## config.mk

```make
export PLATFORM = sky130hd
export DESIGN_NAME = ucsma_seq
export DESIGN_NICKNAME = d
export VERILOG_FILES = /design/src/verilog/ucsma_seq.v
export VERILOG_INCLUDE_DIRS = /design/src /design/src/verilog
export SDC_FILE = /design/constraint.sdc
export NUM_CORES = 2
export LEC_CHECK = 0
export ABC_AREA = 0
export BUFFER_PORTS_ARGS = -buffer_cell sky130_fd_sc_hd__buf_2
export CAP_MARGIN = 20
export CELL_PAD_IN_SITES_DETAIL_PLACEMENT = 1
export CELL_PAD_IN_SITES_GLOBAL_PLACEMENT = 2
export CORE_ASPECT_RATIO = 1.4
export CORE_MARGIN = 2
export CORE_UTILIZATION = 50
export CTS_CLUSTER_SIZE = 14
export DETAILED_ROUTE_END_ITERATION = 10
export GPL_TIMING_DRIVEN = 0
export PLACE_DENSITY = 0.76
export SLEW_MARGIN = 10
export SYNTH_ARGS = -nofsm -noshare
export SYNTH_HDL_FRONTEND = slang
export SYNTH_SLANG_ARGS = --single-unit
export TNS_END_PERCENT = 20
```

## constraint.sdc

```tcl
create_clock -name clk -period 6 [get_ports clk]
set_clock_uncertainty 0.15 [all_clocks]
set_input_delay 0.6 -clock clk [delete_from_list [all_inputs] [get_ports clk]]
set_output_delay 0.6 -clock clk [all_outputs]
set_load 0.05 [all_outputs]
```

## src/verilog/ucsma_defines.vh

```
// constants for the unslotted channel-access sequencer
`ifndef UCSMA_DEFINES_VH
`define UCSMA_DEFINES_VH
// ----------------------------------------------------------------
// register map (printed offsets, byte addresses on a 12-bit port)
// ----------------------------------------------------------------
`define UCSMA_ADDR_RSSI_RB     12'h30C
`define UCSMA_ADDR_GAIN_CFG5   12'h3B9
`define UCSMA_ADDR_CCA_THRES   12'h105
`define UCSMA_ADDR_TX_BASE     12'h314
`define UCSMA_ADDR_CSMA_CFG    12'h3C0
`define UCSMA_ADDR_CMD         12'h3C1
`define UCSMA_ADDR_STATUS      12'h3C2
`define UCSMA_ADDR_MAC_DELAY   12'h3C3
`define UCSMA_ADDR_BUF_BASE    12'h000
`define UCSMA_BUF_SEL_BITS     4
`define UCSMA_BUF_SEL          4'h0
// ----------------------------------------------------------------
// field positions
// ----------------------------------------------------------------
`define UCSMA_OFFS_LSB         2
`define UCSMA_OFFS_MSB         4
`define UCSMA_CFG_RETRY_LSB    0
`define UCSMA_CFG_RETRY_MSB    2
`define UCSMA_CFG_FRETRY_LSB   3
`define UCSMA_CFG_FRETRY_MSB   5
`define UCSMA_CFG_CSMA_EN      6
`define UCSMA_CFG_FORCE_ACK    7
`define UCSMA_ACK_REQ_BIT      5
`define UCSMA_CMD_START        8'h01
`define UCSMA_MAX_CCA_RETRY    3'h5
// ----------------------------------------------------------------
// reset values
// ----------------------------------------------------------------
`define UCSMA_RST_CFG          8'h43
`define UCSMA_RST_THRES        8'hAD
`define UCSMA_RST_DELAY        8'hC0
`define UCSMA_RST_LFSR         16'hACE1
// ----------------------------------------------------------------
// timing: times in ns, clock period 4 ns
// ----------------------------------------------------------------
`define UCSMA_CLK_NS           4
`define UCSMA_BACKOFF_NS       320000
`define UCSMA_CCA_NS           128000
`define UCSMA_TURN_NS          106000
`define UCSMA_ACK_WAIT_NS      864000
`define UCSMA_US_NS            1000
`define UCSMA_MIN_BE           3
`endif

```

## src/verilog/ucsma_seq.v

```verilog
// unslotted channel-access transmit sequencer with signal-strength averaging
`default_nettype none
`include "ucsma_defines.vh"

module ucsma_seq #(
    parameter integer BACKOFF_CYC = `UCSMA_BACKOFF_NS / `UCSMA_CLK_NS,
    parameter integer CCA_CYC     = `UCSMA_CCA_NS / `UCSMA_CLK_NS,
    parameter integer TURN_CYC    = (`UCSMA_TURN_NS + `UCSMA_CLK_NS - 1) / `UCSMA_CLK_NS,
    parameter integer ACK_CYC     = `UCSMA_ACK_WAIT_NS / `UCSMA_CLK_NS,
    parameter integer US_CYC      = `UCSMA_US_NS / `UCSMA_CLK_NS,
    parameter integer BUF_AW      = 8
) (
    // clock and reset
    input  wire        clk,
    input  wire        rst_n,
    // register port
    input  wire [11:0] addr,
    input  wire [7:0]  wdata,
    input  wire        wr,
    input  wire        rd,
    output reg  [7:0]  rdata,
    // radio front end
    input  wire signed [7:0] rssi_sample,
    input  wire        rssi_valid,
    input  wire        sfd_det,
    input  wire        ack_rcvd,
    output reg         tx_start,
    input  wire        tx_done,
    output wire        rx_on,
    output wire        tx_on,
    // frame rssi write into receive buffer
    output reg         fcs_rssi_we,
    output reg  [7:0]  fcs_rssi,
    // completion and status
    output reg         access_done_irq,
    output reg         access_fail,
    output wire        idle_ready_state
);
    // ----------------------------------------------------------------
    // states, one-hot
    // ----------------------------------------------------------------
    localparam [7:0] S_IDLE = 8'h01;
    localparam [7:0] S_DLY  = 8'h02;
    localparam [7:0] S_BOFF = 8'h04;
    localparam [7:0] S_CCA  = 8'h08;
    localparam [7:0] S_TURN = 8'h10;
    localparam [7:0] S_TX   = 8'h20;
    localparam [7:0] S_ACK  = 8'h40;
    localparam [7:0] S_END  = 8'h80;

    reg  [7:0]  st_q;                 // sequencer state
    reg  [7:0]  buf_q [0:(1<<BUF_AW)-1]; // transmit buffer image
    reg  [7:0]  cfg_q;                // retry, enable, force-ack bits
    reg  [7:0]  thres_q;              // clear-channel threshold, signed dBm
    reg  [7:0]  gain5_q;              // holds rssi offset field
    reg  [7:0]  base_q;               // transmit frame pointer
    reg  [7:0]  mdelay_q;             // mac delay in microseconds
    reg  [7:0]  rssi_rb_q;            // readback value
    reg  [31:0] tmr_q;                // shared phase timer
    reg  [15:0] lfsr_q;               // backoff random source
    reg  [2:0]  cca_cnt_q;            // cca retries used
    reg  [2:0]  frm_cnt_q;            // frame retries used
    reg  [2:0]  be_q;                 // backoff exponent
    reg         ack_req_q;            // ack expected for this frame
    reg  [3:0]  avg_n_q;              // samples in window
    reg  signed [11:0] avg_acc_q;     // window accumulator
    reg  [15:0] win_q;                // window length counter
    reg         fr_meas_q;            // frame rssi window active
    reg  [15:0] us_q;                 // microsecond prescaler
    reg  [7:0]  dly_q;                // mac delay counter
    reg         rx_act_q;             // active reception after mac delay

    // derived controls from the config registers
    // the cca retry field above five is clamped, never wrapped; the frame retry field is used as written
    wire [2:0] cca_max = (cfg_q[`UCSMA_CFG_RETRY_MSB:`UCSMA_CFG_RETRY_LSB] > `UCSMA_MAX_CCA_RETRY) ?
                         `UCSMA_MAX_CCA_RETRY : cfg_q[`UCSMA_CFG_RETRY_MSB:`UCSMA_CFG_RETRY_LSB];
    wire [2:0] frm_max = cfg_q[`UCSMA_CFG_FRETRY_MSB:`UCSMA_CFG_FRETRY_LSB];
    wire       csma_en = cfg_q[`UCSMA_CFG_CSMA_EN];
    wire       force_ack_wait = cfg_q[`UCSMA_CFG_FORCE_ACK];
    wire [2:0] offs = gain5_q[`UCSMA_OFFS_MSB:`UCSMA_OFFS_LSB];
    wire       start = wr && (addr == `UCSMA_ADDR_CMD) && (wdata == `UCSMA_CMD_START) && st_q[0];
    wire       receiving = st_q[2] | st_q[3] | st_q[6] | st_q[1];

    assign rx_on = receiving;
    assign tx_on = st_q[5] | st_q[4];
    assign idle_ready_state = st_q[0];

    // random draw masked to 2^be-1: uniform because the mask is all ones
    wire [7:0] bo_mask = (8'h01 << be_q) - 8'h01;
    wire [7:0] bo_draw = lfsr_q[7:0] & bo_mask;

    // running window sum; the divide by eight is a plain shift
    wire signed [11:0] avg_sum = avg_acc_q + {{4{rssi_sample[7]}}, rssi_sample};
    // finished window average plus offset, read as the check ends;
    // the live sample is left out so exactly eight samples count
    wire signed [7:0]  avg_val = avg_acc_q[10:3] + {5'h00, offs};

    // backoff over: the check opens a fresh averaging window, else
    // it could end just after a window restart and judge the
    // channel on one or two samples
    wire       cca_go = st_q[2] && (tmr_q == 32'h0);

    // ----------------------------------------------------------------
    // register writes and buffer
    // ----------------------------------------------------------------
    always @(posedge clk) begin
        if (!rst_n) begin
            cfg_q    <= `UCSMA_RST_CFG;
            thres_q  <= `UCSMA_RST_THRES;
            gain5_q  <= 8'h00;
            base_q   <= 8'h00;
            mdelay_q <= `UCSMA_RST_DELAY;
        end else if (wr) begin
            // command address has no storage, it only decodes start
            case (addr)
                `UCSMA_ADDR_CSMA_CFG:  cfg_q    <= wdata;
                `UCSMA_ADDR_CCA_THRES: thres_q  <= wdata;
                `UCSMA_ADDR_GAIN_CFG5: gain5_q  <= wdata;
                `UCSMA_ADDR_TX_BASE:   base_q   <= wdata;
                `UCSMA_ADDR_MAC_DELAY: mdelay_q <= wdata;
                default: ;
            endcase
        end
    end

    // buffer window sits at the bottom page of the map; no reset on storage
    always @(posedge clk) begin
        if (wr && addr[11:BUF_AW] == `UCSMA_BUF_SEL)
            buf_q[addr[BUF_AW-1:0]] <= wdata;
    end

    // ----------------------------------------------------------------
    // read port, data the cycle after the strobe
    // ----------------------------------------------------------------
    always @(posedge clk) begin
        if (!rst_n) begin
            rdata <= 8'h00;
        end else if (rd) begin
            if (addr[11:BUF_AW] == `UCSMA_BUF_SEL)
                rdata <= buf_q[addr[BUF_AW-1:0]];
            else begin
                // readback, config and status registers
                case (addr)
                    `UCSMA_ADDR_RSSI_RB:   rdata <= rssi_rb_q;
                    `UCSMA_ADDR_GAIN_CFG5: rdata <= gain5_q;
                    `UCSMA_ADDR_CCA_THRES: rdata <= thres_q;
                    `UCSMA_ADDR_TX_BASE:   rdata <= base_q;
                    `UCSMA_ADDR_CSMA_CFG:  rdata <= cfg_q;
                    `UCSMA_ADDR_MAC_DELAY: rdata <= mdelay_q;
                    `UCSMA_ADDR_STATUS:    rdata <= {access_fail, 1'b0, frm_cnt_q, cca_cnt_q};
                    default:               rdata <= 8'h00; // unmapped reads as zero
                endcase
            end
        end
    end

    // ----------------------------------------------------------------
    // microsecond tick and mac delay before active reception
    // ----------------------------------------------------------------
    always @(posedge clk) begin
        if (!rst_n) begin
            us_q     <= 16'h0000;
            dly_q    <= 8'h00;
            rx_act_q <= 1'b0;
        end else if (!receiving) begin
            // receiver off: the delay restarts at the next receive
            us_q     <= 16'h0000;
            dly_q    <= 8'h00;
            rx_act_q <= 1'b0;
        end else if (!rx_act_q) begin
            // window only opens once mac delay has run out
            if (us_q == US_CYC[15:0] - 16'h0001) begin
                us_q  <= 16'h0000;
                dly_q <= dly_q + 8'h01;
                if (dly_q + 8'h01 >= mdelay_q)
                    rx_act_q <= 1'b1;
            end else begin
                us_q <= us_q + 16'h0001;
            end
            if (mdelay_q == 8'h00)
                rx_act_q <= 1'b1;
        end
    end

    // ----------------------------------------------------------------
    // signal-strength averaging, 8 samples over 128 us
    // ----------------------------------------------------------------
    always @(posedge clk) begin
        if (!rst_n) begin
            avg_n_q     <= 4'h0;
            avg_acc_q   <= 12'h000;
            win_q       <= 16'h0000;
            rssi_rb_q   <= 8'h00;
            fr_meas_q   <= 1'b0;
            fcs_rssi_we <= 1'b0;
            fcs_rssi    <= 8'h00;
        end else begin
            fcs_rssi_we <= 1'b0;
            if (sfd_det && rx_act_q) begin
                // restart window on delimiter for frame rssi
                fr_meas_q <= 1'b1;
                avg_n_q   <= 4'h0;
                avg_acc_q <= 12'h000;
                win_q     <= 16'h0000;
            end else if (!rx_act_q) begin
                // nothing is averaged before active reception
                avg_n_q   <= 4'h0;
                avg_acc_q <= 12'h000;
                win_q     <= 16'h0000;
                fr_meas_q <= 1'b0;
            end else if (cca_go) begin
                // window aligned with the
                avg_n_q   <= 4'h0;
                avg_acc_q <= 12'h000;
                win_q     <= 16'h0000;
            end else begin
                win_q <= win_q + 16'h0001;
                if (rssi_valid && avg_n_q != 4'h8) begin
                    avg_n_q   <= avg_n_q + 4'h1;
                    avg_acc_q <= avg_sum;
                end
                // window closes after 128 us, eight symbol periods
                if (win_q == CCA_CYC[15:0] - 16'h0001) begin
                    rssi_rb_q <= avg_acc_q[10:3] + {5'h00, offs};
                    if (fr_meas_q) begin
                        fcs_rssi_we <= 1'b1;
                        fcs_rssi    <= avg_acc_q[10:3] + {5'h00, offs};
                        fr_meas_q   <= 1'b0;
                    end
                    win_q     <= 16'h0000;
                    avg_n_q   <= 4'h0;
                    avg_acc_q <= 12'h000;
                end
            end
        end
    end

    // ----------------------------------------------------------------
    // sequencer
    // ----------------------------------------------------------------
    always @(posedge clk) begin
        if (!rst_n) begin
            st_q            <= S_IDLE;
            tmr_q           <= 32'h0;
            lfsr_q          <= `UCSMA_RST_LFSR;
            cca_cnt_q       <= 3'h0;
            frm_cnt_q       <= 3'h0;
            be_q            <= 3'h0;
            ack_req_q       <= 1'b0;
            tx_start        <= 1'b0;
            access_done_irq <= 1'b0;
            access_fail     <= 1'b0;
        end else begin
            // free-running source so the draw differs each attempt
            lfsr_q          <= {lfsr_q[14:0], lfsr_q[15] ^ lfsr_q[13] ^ lfsr_q[12] ^ lfsr_q[10]};
            tx_start        <= 1'b0;
            access_done_irq <= 1'b0;
            case (st_q)
                // wait for the start command
                S_IDLE: begin
                    if (start) begin
                        // fresh counters; ack request sampled once here
                        cca_cnt_q   <= 3'h0;
                        frm_cnt_q   <= 3'h0;
                        be_q        <= `UCSMA_MIN_BE;
                        access_fail <= 1'b0;
                        ack_req_q   <= buf_q[base_q + 8'h01][`UCSMA_ACK_REQ_BIT];
                        st_q        <= S_DLY;
                    end
                end
                S_DLY: begin
                    // wait for mac delay; disabled access skips backoff and cca
                    if (rx_act_q) begin
                        tmr_q <= 32'h0;
                        if (!csma_en)
                            st_q <= S_TX;
                        else begin
                            tmr_q <= bo_draw * BACKOFF_CYC;
                            st_q  <= S_BOFF;
                        end
                        tx_start <= !csma_en;
                    end
                end
                // count down the drawn backoff periods
                S_BOFF: begin
                    if (tmr_q == 32'h0) begin
                        tmr_q <= CCA_CYC - 1;
                        st_q  <= S_CCA;
                    end else
                        tmr_q <= tmr_q - 32'h1;
                end
                // observe for the full window, then judge
                S_CCA: begin
                    if (tmr_q != 32'h0)
                        tmr_q <= tmr_q - 32'h1; // observe full window
                    else if (avg_val < $signed(thres_q)) begin
                        tmr_q <= TURN_CYC - 1;
                        st_q  <= S_TURN;
                    end else if (cca_cnt_q < cca_max) begin
                        cca_cnt_q <= cca_cnt_q + 3'h1;
                        // exponent grows per busy check, capped at five
                        if (be_q != 3'h5)
                            be_q <= be_q + 3'h1;
                        tmr_q <= bo_draw * BACKOFF_CYC;
                        st_q  <= S_BOFF;
                    end else begin
                        access_fail <= 1'b1;
                        st_q        <= S_END;
                    end
                end
                // receive-to-transmit turnaround
                S_TURN: begin
                    if (tmr_q == 32'h0) begin
                        tx_start <= 1'b1;
                        st_q     <= S_TX;
                    end else
                        tmr_q <= tmr_q - 32'h1;
                end
                // frame on air until the radio reports done
                S_TX: begin
                    if (tx_done) begin
                        if (ack_req_q || force_ack_wait) begin
                            tmr_q <= ACK_CYC - 1;
                            st_q  <= S_ACK;
                        end else
                            st_q <= S_END;
                    end
                end
                // listen for the ack until the timer runs out
                S_ACK: begin
                    if (ack_rcvd)
                        st_q <= S_END;
                    else if (tmr_q != 32'h0)
                        tmr_q <= tmr_q - 32'h1;
                    else if (frm_cnt_q < frm_max) begin
                        // frame retry goes back through the mac delay
                        frm_cnt_q <= frm_cnt_q + 3'h1;
                        cca_cnt_q <= 3'h0;
                        be_q      <= `UCSMA_MIN_BE;
                        st_q      <= S_DLY;
                    end else begin
                        access_fail <= 1'b1;
                        st_q        <= S_END;
                    end
                end
                // one-cycle completion pulse, whatever the outcome
                S_END: begin
                    access_done_irq <= 1'b1;
                    st_q            <= S_IDLE;
                end
                default: st_q <= S_IDLE;
            endcase
        end
    end
endmodule
`default_nettype wire

```

; Word level (Yosys, flattened, before mapping)
; Memories as Yosys holds them, arrays and structs flattened. A register that Yosys moved wholly into a read port is not among the register bits.
; Index checks and enable logic that the tools add are counted.
[classes]
addsub = 12
n_mul = 1
n_lt_le_gt_ge = 5
n_eq_ne = 42
shifts = 1
n_mux = 74
bitwise_logic = 13
reduce_logical = 36
[ops]
columns = op, n
row1 = 32-bit 2-to-1 mux, 10
row2 = 32-bit one-hot mux with 6 select lines, 1
row3 = 8-bit one-hot mux with 7 select lines, 2
row4 = 8-bit 2-to-1 mux, 13
row5 = 12-bit by 10-bit equality test with 1-bit output (second input constant), 7
row6 = 3-bit 2-to-1 mux, 19
row7 = 2-bit inequality test (second input constant), 17
row8 = 16-bit by 1-bit adder with 16-bit output (second input constant), 2
row9 = 32-bit zero test, 1
row10 = 32-bit nonzero test, 1
row11 = 32-bit by 1-bit subtractor with 32-bit output (second input constant), 1
row12 = 25-bit 2-to-1 mux, 1
row13 = 8-bit AND reduction, 3
row14 = 1-bit 2-to-1 mux, 21
row15 = 8-bit by 10-bit multiplier with 18-bit output (second input constant), 1
row16 = 3-bit one-hot mux with 3 select lines, 2
row17 = 2-bit AND reduction, 9
row18 = 8-bit by 1-bit adder with 8-bit output (second input constant), 2
row19 = 16-bit by 15-bit equality test with 1-bit output (second input constant), 1
row20 = 16-bit by 8-bit equality test with 1-bit output (second input constant), 1
row21 = 8-bit by 1-bit equality test with 1-bit output (second input constant), 2
row22 = 16-bit 2-to-1 mux, 1
row23 = 12-bit adder, 1
row24 = 12-bit by 9-bit equality test with 1-bit output (second input constant), 1
row25 = 41 further kinds, 64
[totals]
regBits = 191
ramBits = 2048
out_inout_bits = 23
wordCells = 210
mem_count = 1
[memory_table]
columns = name, words, width, read_ports, rd_clocked_by_memory_dff, write_ports, line
row1 = buf_q, 256, 8, 2, 1, 1, ucsma_seq.v:52  ; reg [7:0] buf_q [0:(1<<BUF_AW)-1];

; Depth between registers and ports, before layout
[logic_depth]
ltp_word = 8
mapped_depth = 23

; Least setup slack after synthesis
; No wires, ideal clock.
[synth_timing]
path_kind = flip-flop to flip-flop
start = register be_q[2]
end = register tmr_q[22]
setup_time_ps = 74
t_arrival_ps = 4855
path_slack_ps = 921
stages_incl_launch_ff = 21
path_buffers = 1
cell_sequence = dfxtp_1 > clkbuf_1 > inv_1 > ha_1 > or3_1 > nand3_1 > inv_1 > ha_1 > ha_1 > inv_1 > fa_1 > fa_1 > inv_1 > ha_1 > a21oi_1 > o211ai_1 > or4_1 > a41oi_1 > xor2_1 > or3_1 > a31oi_1
[synth_between]
elab_chain_len = 8
[synth_lines]
columns = item, line
row1 = from (decl), ucsma_seq.v:63  ; reg [2:0] be_q;
row2 = from (signal assigned), ucsma_seq.v:265  ; be_q <= `UCSMA_MIN_BE;
row3 = from (signal assigned), ucsma_seq.v:303  ; be_q <= be_q + 3'h1;
row4 = from (signal assigned), ucsma_seq.v:339  ; be_q <= `UCSMA_MIN_BE;
row5 = 1-bit by 3-bit left shift with 8-bit output (*), ucsma_seq.v:89  ; wire [7:0] bo_mask = (8'h01 << be_q) - 8'h01;
row6 = 8-bit by 1-bit subtractor with 8-bit output (*), ucsma_seq.v:89
row7 = 8-bit bitwise AND (*), ucsma_seq.v:90  ; wire [7:0] bo_draw = lfsr_q[7:0] & bo_mask;
row8 = 8-bit by 10-bit multiplier with 18-bit output (*), "ucsma_seq.v:278, ucsma_seq.v:304"
row9 = 32-bit 2-to-1 mux, ucsma_seq.v:299  ; end else if (cca_cnt_q < cca_max) begin
row10 = 32-bit 2-to-1 mux, ucsma_seq.v:296  ; else if (avg_val < $signed(thres_q)) begin
row11 = 32-bit 2-to-1 mux, ucsma_seq.v:294  ; if (tmr_q != 32'h0)
row12 = 32-bit one-hot mux with 6 select lines (*), ucsma_seq.v:258  ; case (st_q)
row13 = to (signal assigned), ucsma_seq.v:295  ; tmr_q <= tmr_q - 32'h1;
row14 = to (signal assigned), ucsma_seq.v:297  ; tmr_q <= TURN_CYC - 1;
row15 = to (signal assigned), ucsma_seq.v:304  ; tmr_q <= bo_draw * BACKOFF_CYC;
row16 = to (decl), ucsma_seq.v:59  ; reg [31:0] tmr_q;
; Every way passes the cells marked *; elsewhere a longest branch is shown, timed or not. The select of a mux whose other input is x is not followed.
; A chain may end at the register's enable or synchronous reset.

; Final worst setup path
[layout_timing]
start = input port addr[1]
end = memory buf_q[122][3] (enable)
[layout_rtl]
columns = item, line
row1 = from (decl), ucsma_seq.v:17  ; input wire [11:0] addr,
row2 = to (decl), ucsma_seq.v:52
; No word-level cell before the write port.

==> summary.txt <==
Detailed routing
  – Drt first-iter violations: 8284
  – DR vias: 55420
  – WL/cell: 45.43 µm
  – Post-route DRC: 0
  – Antenna-violating nets left: 0
  – WL final: 363.1 mm
  – First-pass iteration count of the detailed router: 6
  – Vias per cell: 6.933

Power
  – Maximum vdd drop: 284.9 µV
  – Pwr dens: 309.9 nW/µm²
  – P_leak: 33.42 nW

Floorplanning
  – Die Ht: 513.5 µm
  – Core Rows: 187
  – IO Count: 59
  – Die area: 189000 µm²
  – Initial core utilization: 50.17%
  – Die span in x: 368.0 µm
  – Total core area: 184800 µm²

STA
  – Setup TNS: -12500 ps
  – Final Hold Vio Count: 0
  – Max Slew Vio Count: 0
  – Fin crit period: 6274 ps
  – Worst Max-Slew Pin Slew: 1413 ps
  – RSZ-0062 raised after global routing: false
  – Period utilisation layout: 104.6%
  – Setup Viol. Count Final: 114
  – Max transition margin: 4.923%
  – Fmax achieved: 0.1594 GHz
  – Final worst slack: -274.3 ps

Setup path
  – Setup crit end kind: flop
  – CP most frequent cell: buf_2
  – CP required: 6340 ps
  – Worst-case reg-to-reg path depth: 22
  – WP depth: 10
  – Crit path buf inv count: 7
  – Slowest stage cell, crit path: nor2_1
  – CP top delay family: buffers and inverters
  – Startpoint class of the critical path: input pin
  – CP peak stage delay: 880 ps
  – Setup CP Type: in2reg
  – Crit path max fanout: 10
  – WP data arrival: 6610 ps
  – CP Cell Sequence: clkbuf_1 > buf_2 > buf_2 > buf_2 > buf_2 > nor2b_1 > nand2_1 > clkbuf_1 > buf_6 > nor2_1

Synthesis
  – Cell variety after synth: 99
  – Prevailing post-synth register cell: edfxtp_1
  – Synth Warn #: 0
  – Share of synthesized registers carrying an async set or reset: 0%
  – Count leader, synth: edfxtp_1
  – Commonest cells in the netlist: 2048 x edfxtp_1, 680 x mux4_2, 427 x nor2_1
  – Synth area leaders: edfxtp_1 66%, mux4_2 17%, dfxtp_1 4.1%
  – Post-synth EDFFs: 2048
  – Seq/Total Area, Yosys: 70.45%
  – Synth Net Count: 5119
  – Avg Inst Size Synth: 18.62 µm²
  – FF+latch count, synth: 2239
  – Synthesized area: 92730 µm²
  – Post-Synthesis Cells: 4981
  – Yosys top cell by area: edfxtp_1
  – Post-synth top area share: 66.32%

Final layout
  – Multi-input gate area: 25900 µm²
  – Storage cell area: 65320 µm²
  – Fill count: 16250
  – Area Growth Syn to Fin: 12.76%
  – Cell area after layout: 104600 µm²
  – Layout cell share with drive strength beyond 1: 24.86%
  – Nets: 5488

Clock network
  – Postcts setup bufs: 0
  – H-Tree Depth: 4
  – CTS buffer count: 209
  – CTS tree: yes
  – Clk slew on worst S/H paths: 60 ps
  – CTS Sinks: 2239
  – Skew-Pair Late Insertion Delay: 900 ps
  – CTS Buffer Depth: 3
  – Clk root buf: clkbuf_16

Run status
  – Failing checks: setup timing
  – Status: complete, but fails checks

Min path
  – Hold Crit Depth: 3
  – Worst hold path class: in2reg

GRT
  – Largest net degree at the start of global routing: 161
  – Number of global-route vias before repair: 54820
  – GRT met3 Usage: 9.293%
  – GR Overflow Total: 0
  – Gr busiest metal: met2
  – Met1 Track Usage GR: 46.39%
  – Met2 usage: 60.11%
  – All-Layer GR Usage: 38.67%
  – Initial antenna violation count: 19
  – First-pass GRT wire length: 484.3 mm

Placed design
  – PortBufs: 55
  – GP Congestion: 1.041
  – Placed Area: 97690 µm²
  – DP HPWL: 253.1 mm

Flow run
  – Max-cap viol count: 0
-- cells by family after synthesis --
group | after synthesis | synth area share, %
AO/OA/AOI/OAI | 434 | 3.109
XOR/XNOR | 87 | 0.8218
adder cells (fa/ha/maj) | 102 | 1.490
buffers and inverters | 363 | 1.745
flip-flops | 2239 | 70.45
multiplexers | 756 | 17.35
AND/OR/NAND/NOR | 1000 | 5.041
-- worst register-to-register path: stages, from the launching register on --
cell and delay (ps):
dfxtp_1 460, inv_1 130, ha_1 260, nor3_2 240
a21oi_1 80, a21oi_1 190, xnor2_1 200, nor2b_4 240
inv_1 80, fa_1 480, inv_1 50, fa_1 430
ha_1 280, inv_1 50, fa_1 470, inv_1 40
ha_1 210, or4_1 540, a41oi_2 300, nor2b_1 80
o21a_1 180, o211ai_1 280, a31oi_1 120
-- metrics by stage --
step | hold WS, ps | util (%) | setup WS, ps | cells | power (mW)
2_1_floorplan | 236.3 | - | 921.2 | 4981 | 18.15
3_3_place_gp | 245.5 | 51.98 | -1109 | 7493 | 19.31
3_5_place_dp | 253.0 | 52.85 | -692.6 | 7582 | 19.36
4_1_cts | 2.405 | 56.47 | 38.72 | 7971 | 32.31
5_1_grt | 39.34 | 56.55 | 2.891 | 7983 | 32.83
6_report | 6.151 | 56.57 | -274.3 | 7993 | 32.40
-- layout by cell type, fill, tap and decap left out, drive strengths merged, types with 61 or more instances in the layout --
master  netlist  routed
a21oi       139     139
buf         155     307
clkbuf      123     391
clkinv        1      83
dfxtp       191     191
edfxtp     2048    2048
ha           88      88
inv          84      89
mux2i        69      69
mux4        680     680
nand2       239     239
nand3        61      61
nor2        428     428
-- routing by layer --
metal | wire (µm) | vias up | part of all wire, %
li1 | - | 20980 | -
met1 | 121100 | 29510 | 33
met2 | 170000 | 3890 | 47
met3 | 37060 | 1032 | 10
met4 | 34820 | 12 | 9.6
met5 | 95 | - | 0.026
-- repair_timing --
item                                    4_1_cts  5_1_grt
resized for setup                             4        8
endpoints found under the setup margin        2        2
gates cloned                                  0        0
pin swaps                                     0        1
endpoints found under the hold margin         8        0
hold buffers                                  5        0
-- power breakdown --
group	switching, mW	internal [mW]	total (mW)
Clock	6.08	7.22	13.3
Combinational	1.48	0.603	2.08
Sequential	0.00984	17.0	17.0
Total	7.57	24.8	32.4
-- path summary, 6_finish.rpt --
kind	from	end	slack, ps
setup / recovery	addr[1]	buf_q[122][3]$_DFFE_PP_	-270
hold reg to reg	lfsr_q[14]$_SDFF_PN0_	lfsr_q[15]$_SDFF_PN1_	270
setup reg to reg	be_q[1]$_SDFFE_PN0P_	tmr_q[24]$_SDFFE_PN0P_	300
hold / removal	wdata[5]	cfg_q[5]$_SDFFE_PN0P_	6
-- flip-flops by register name, summed over array words and instances, names as in the netlist, 11 cells and up --
name and flops:
win_q 16, avg_acc_q 11, tmr_q 32, buf_q 2048
us_q 16, lfsr_q 16
-- final cells by class --
cell class / instances / share of cell area, %
antenna: 13 / 0.03111
buffer: 278 / 1.306
clock buffer: 268 / 5.294
clock inverter: 116 / 1.051
inverter: 85 / 0.3052
multi-input combinational: 2379 / 24.77
sequential: 2239 / 62.48
tap: 2457 / 2.940
timing repair buffer: 158 / 1.827
Power figures use the tool's default switching activity.
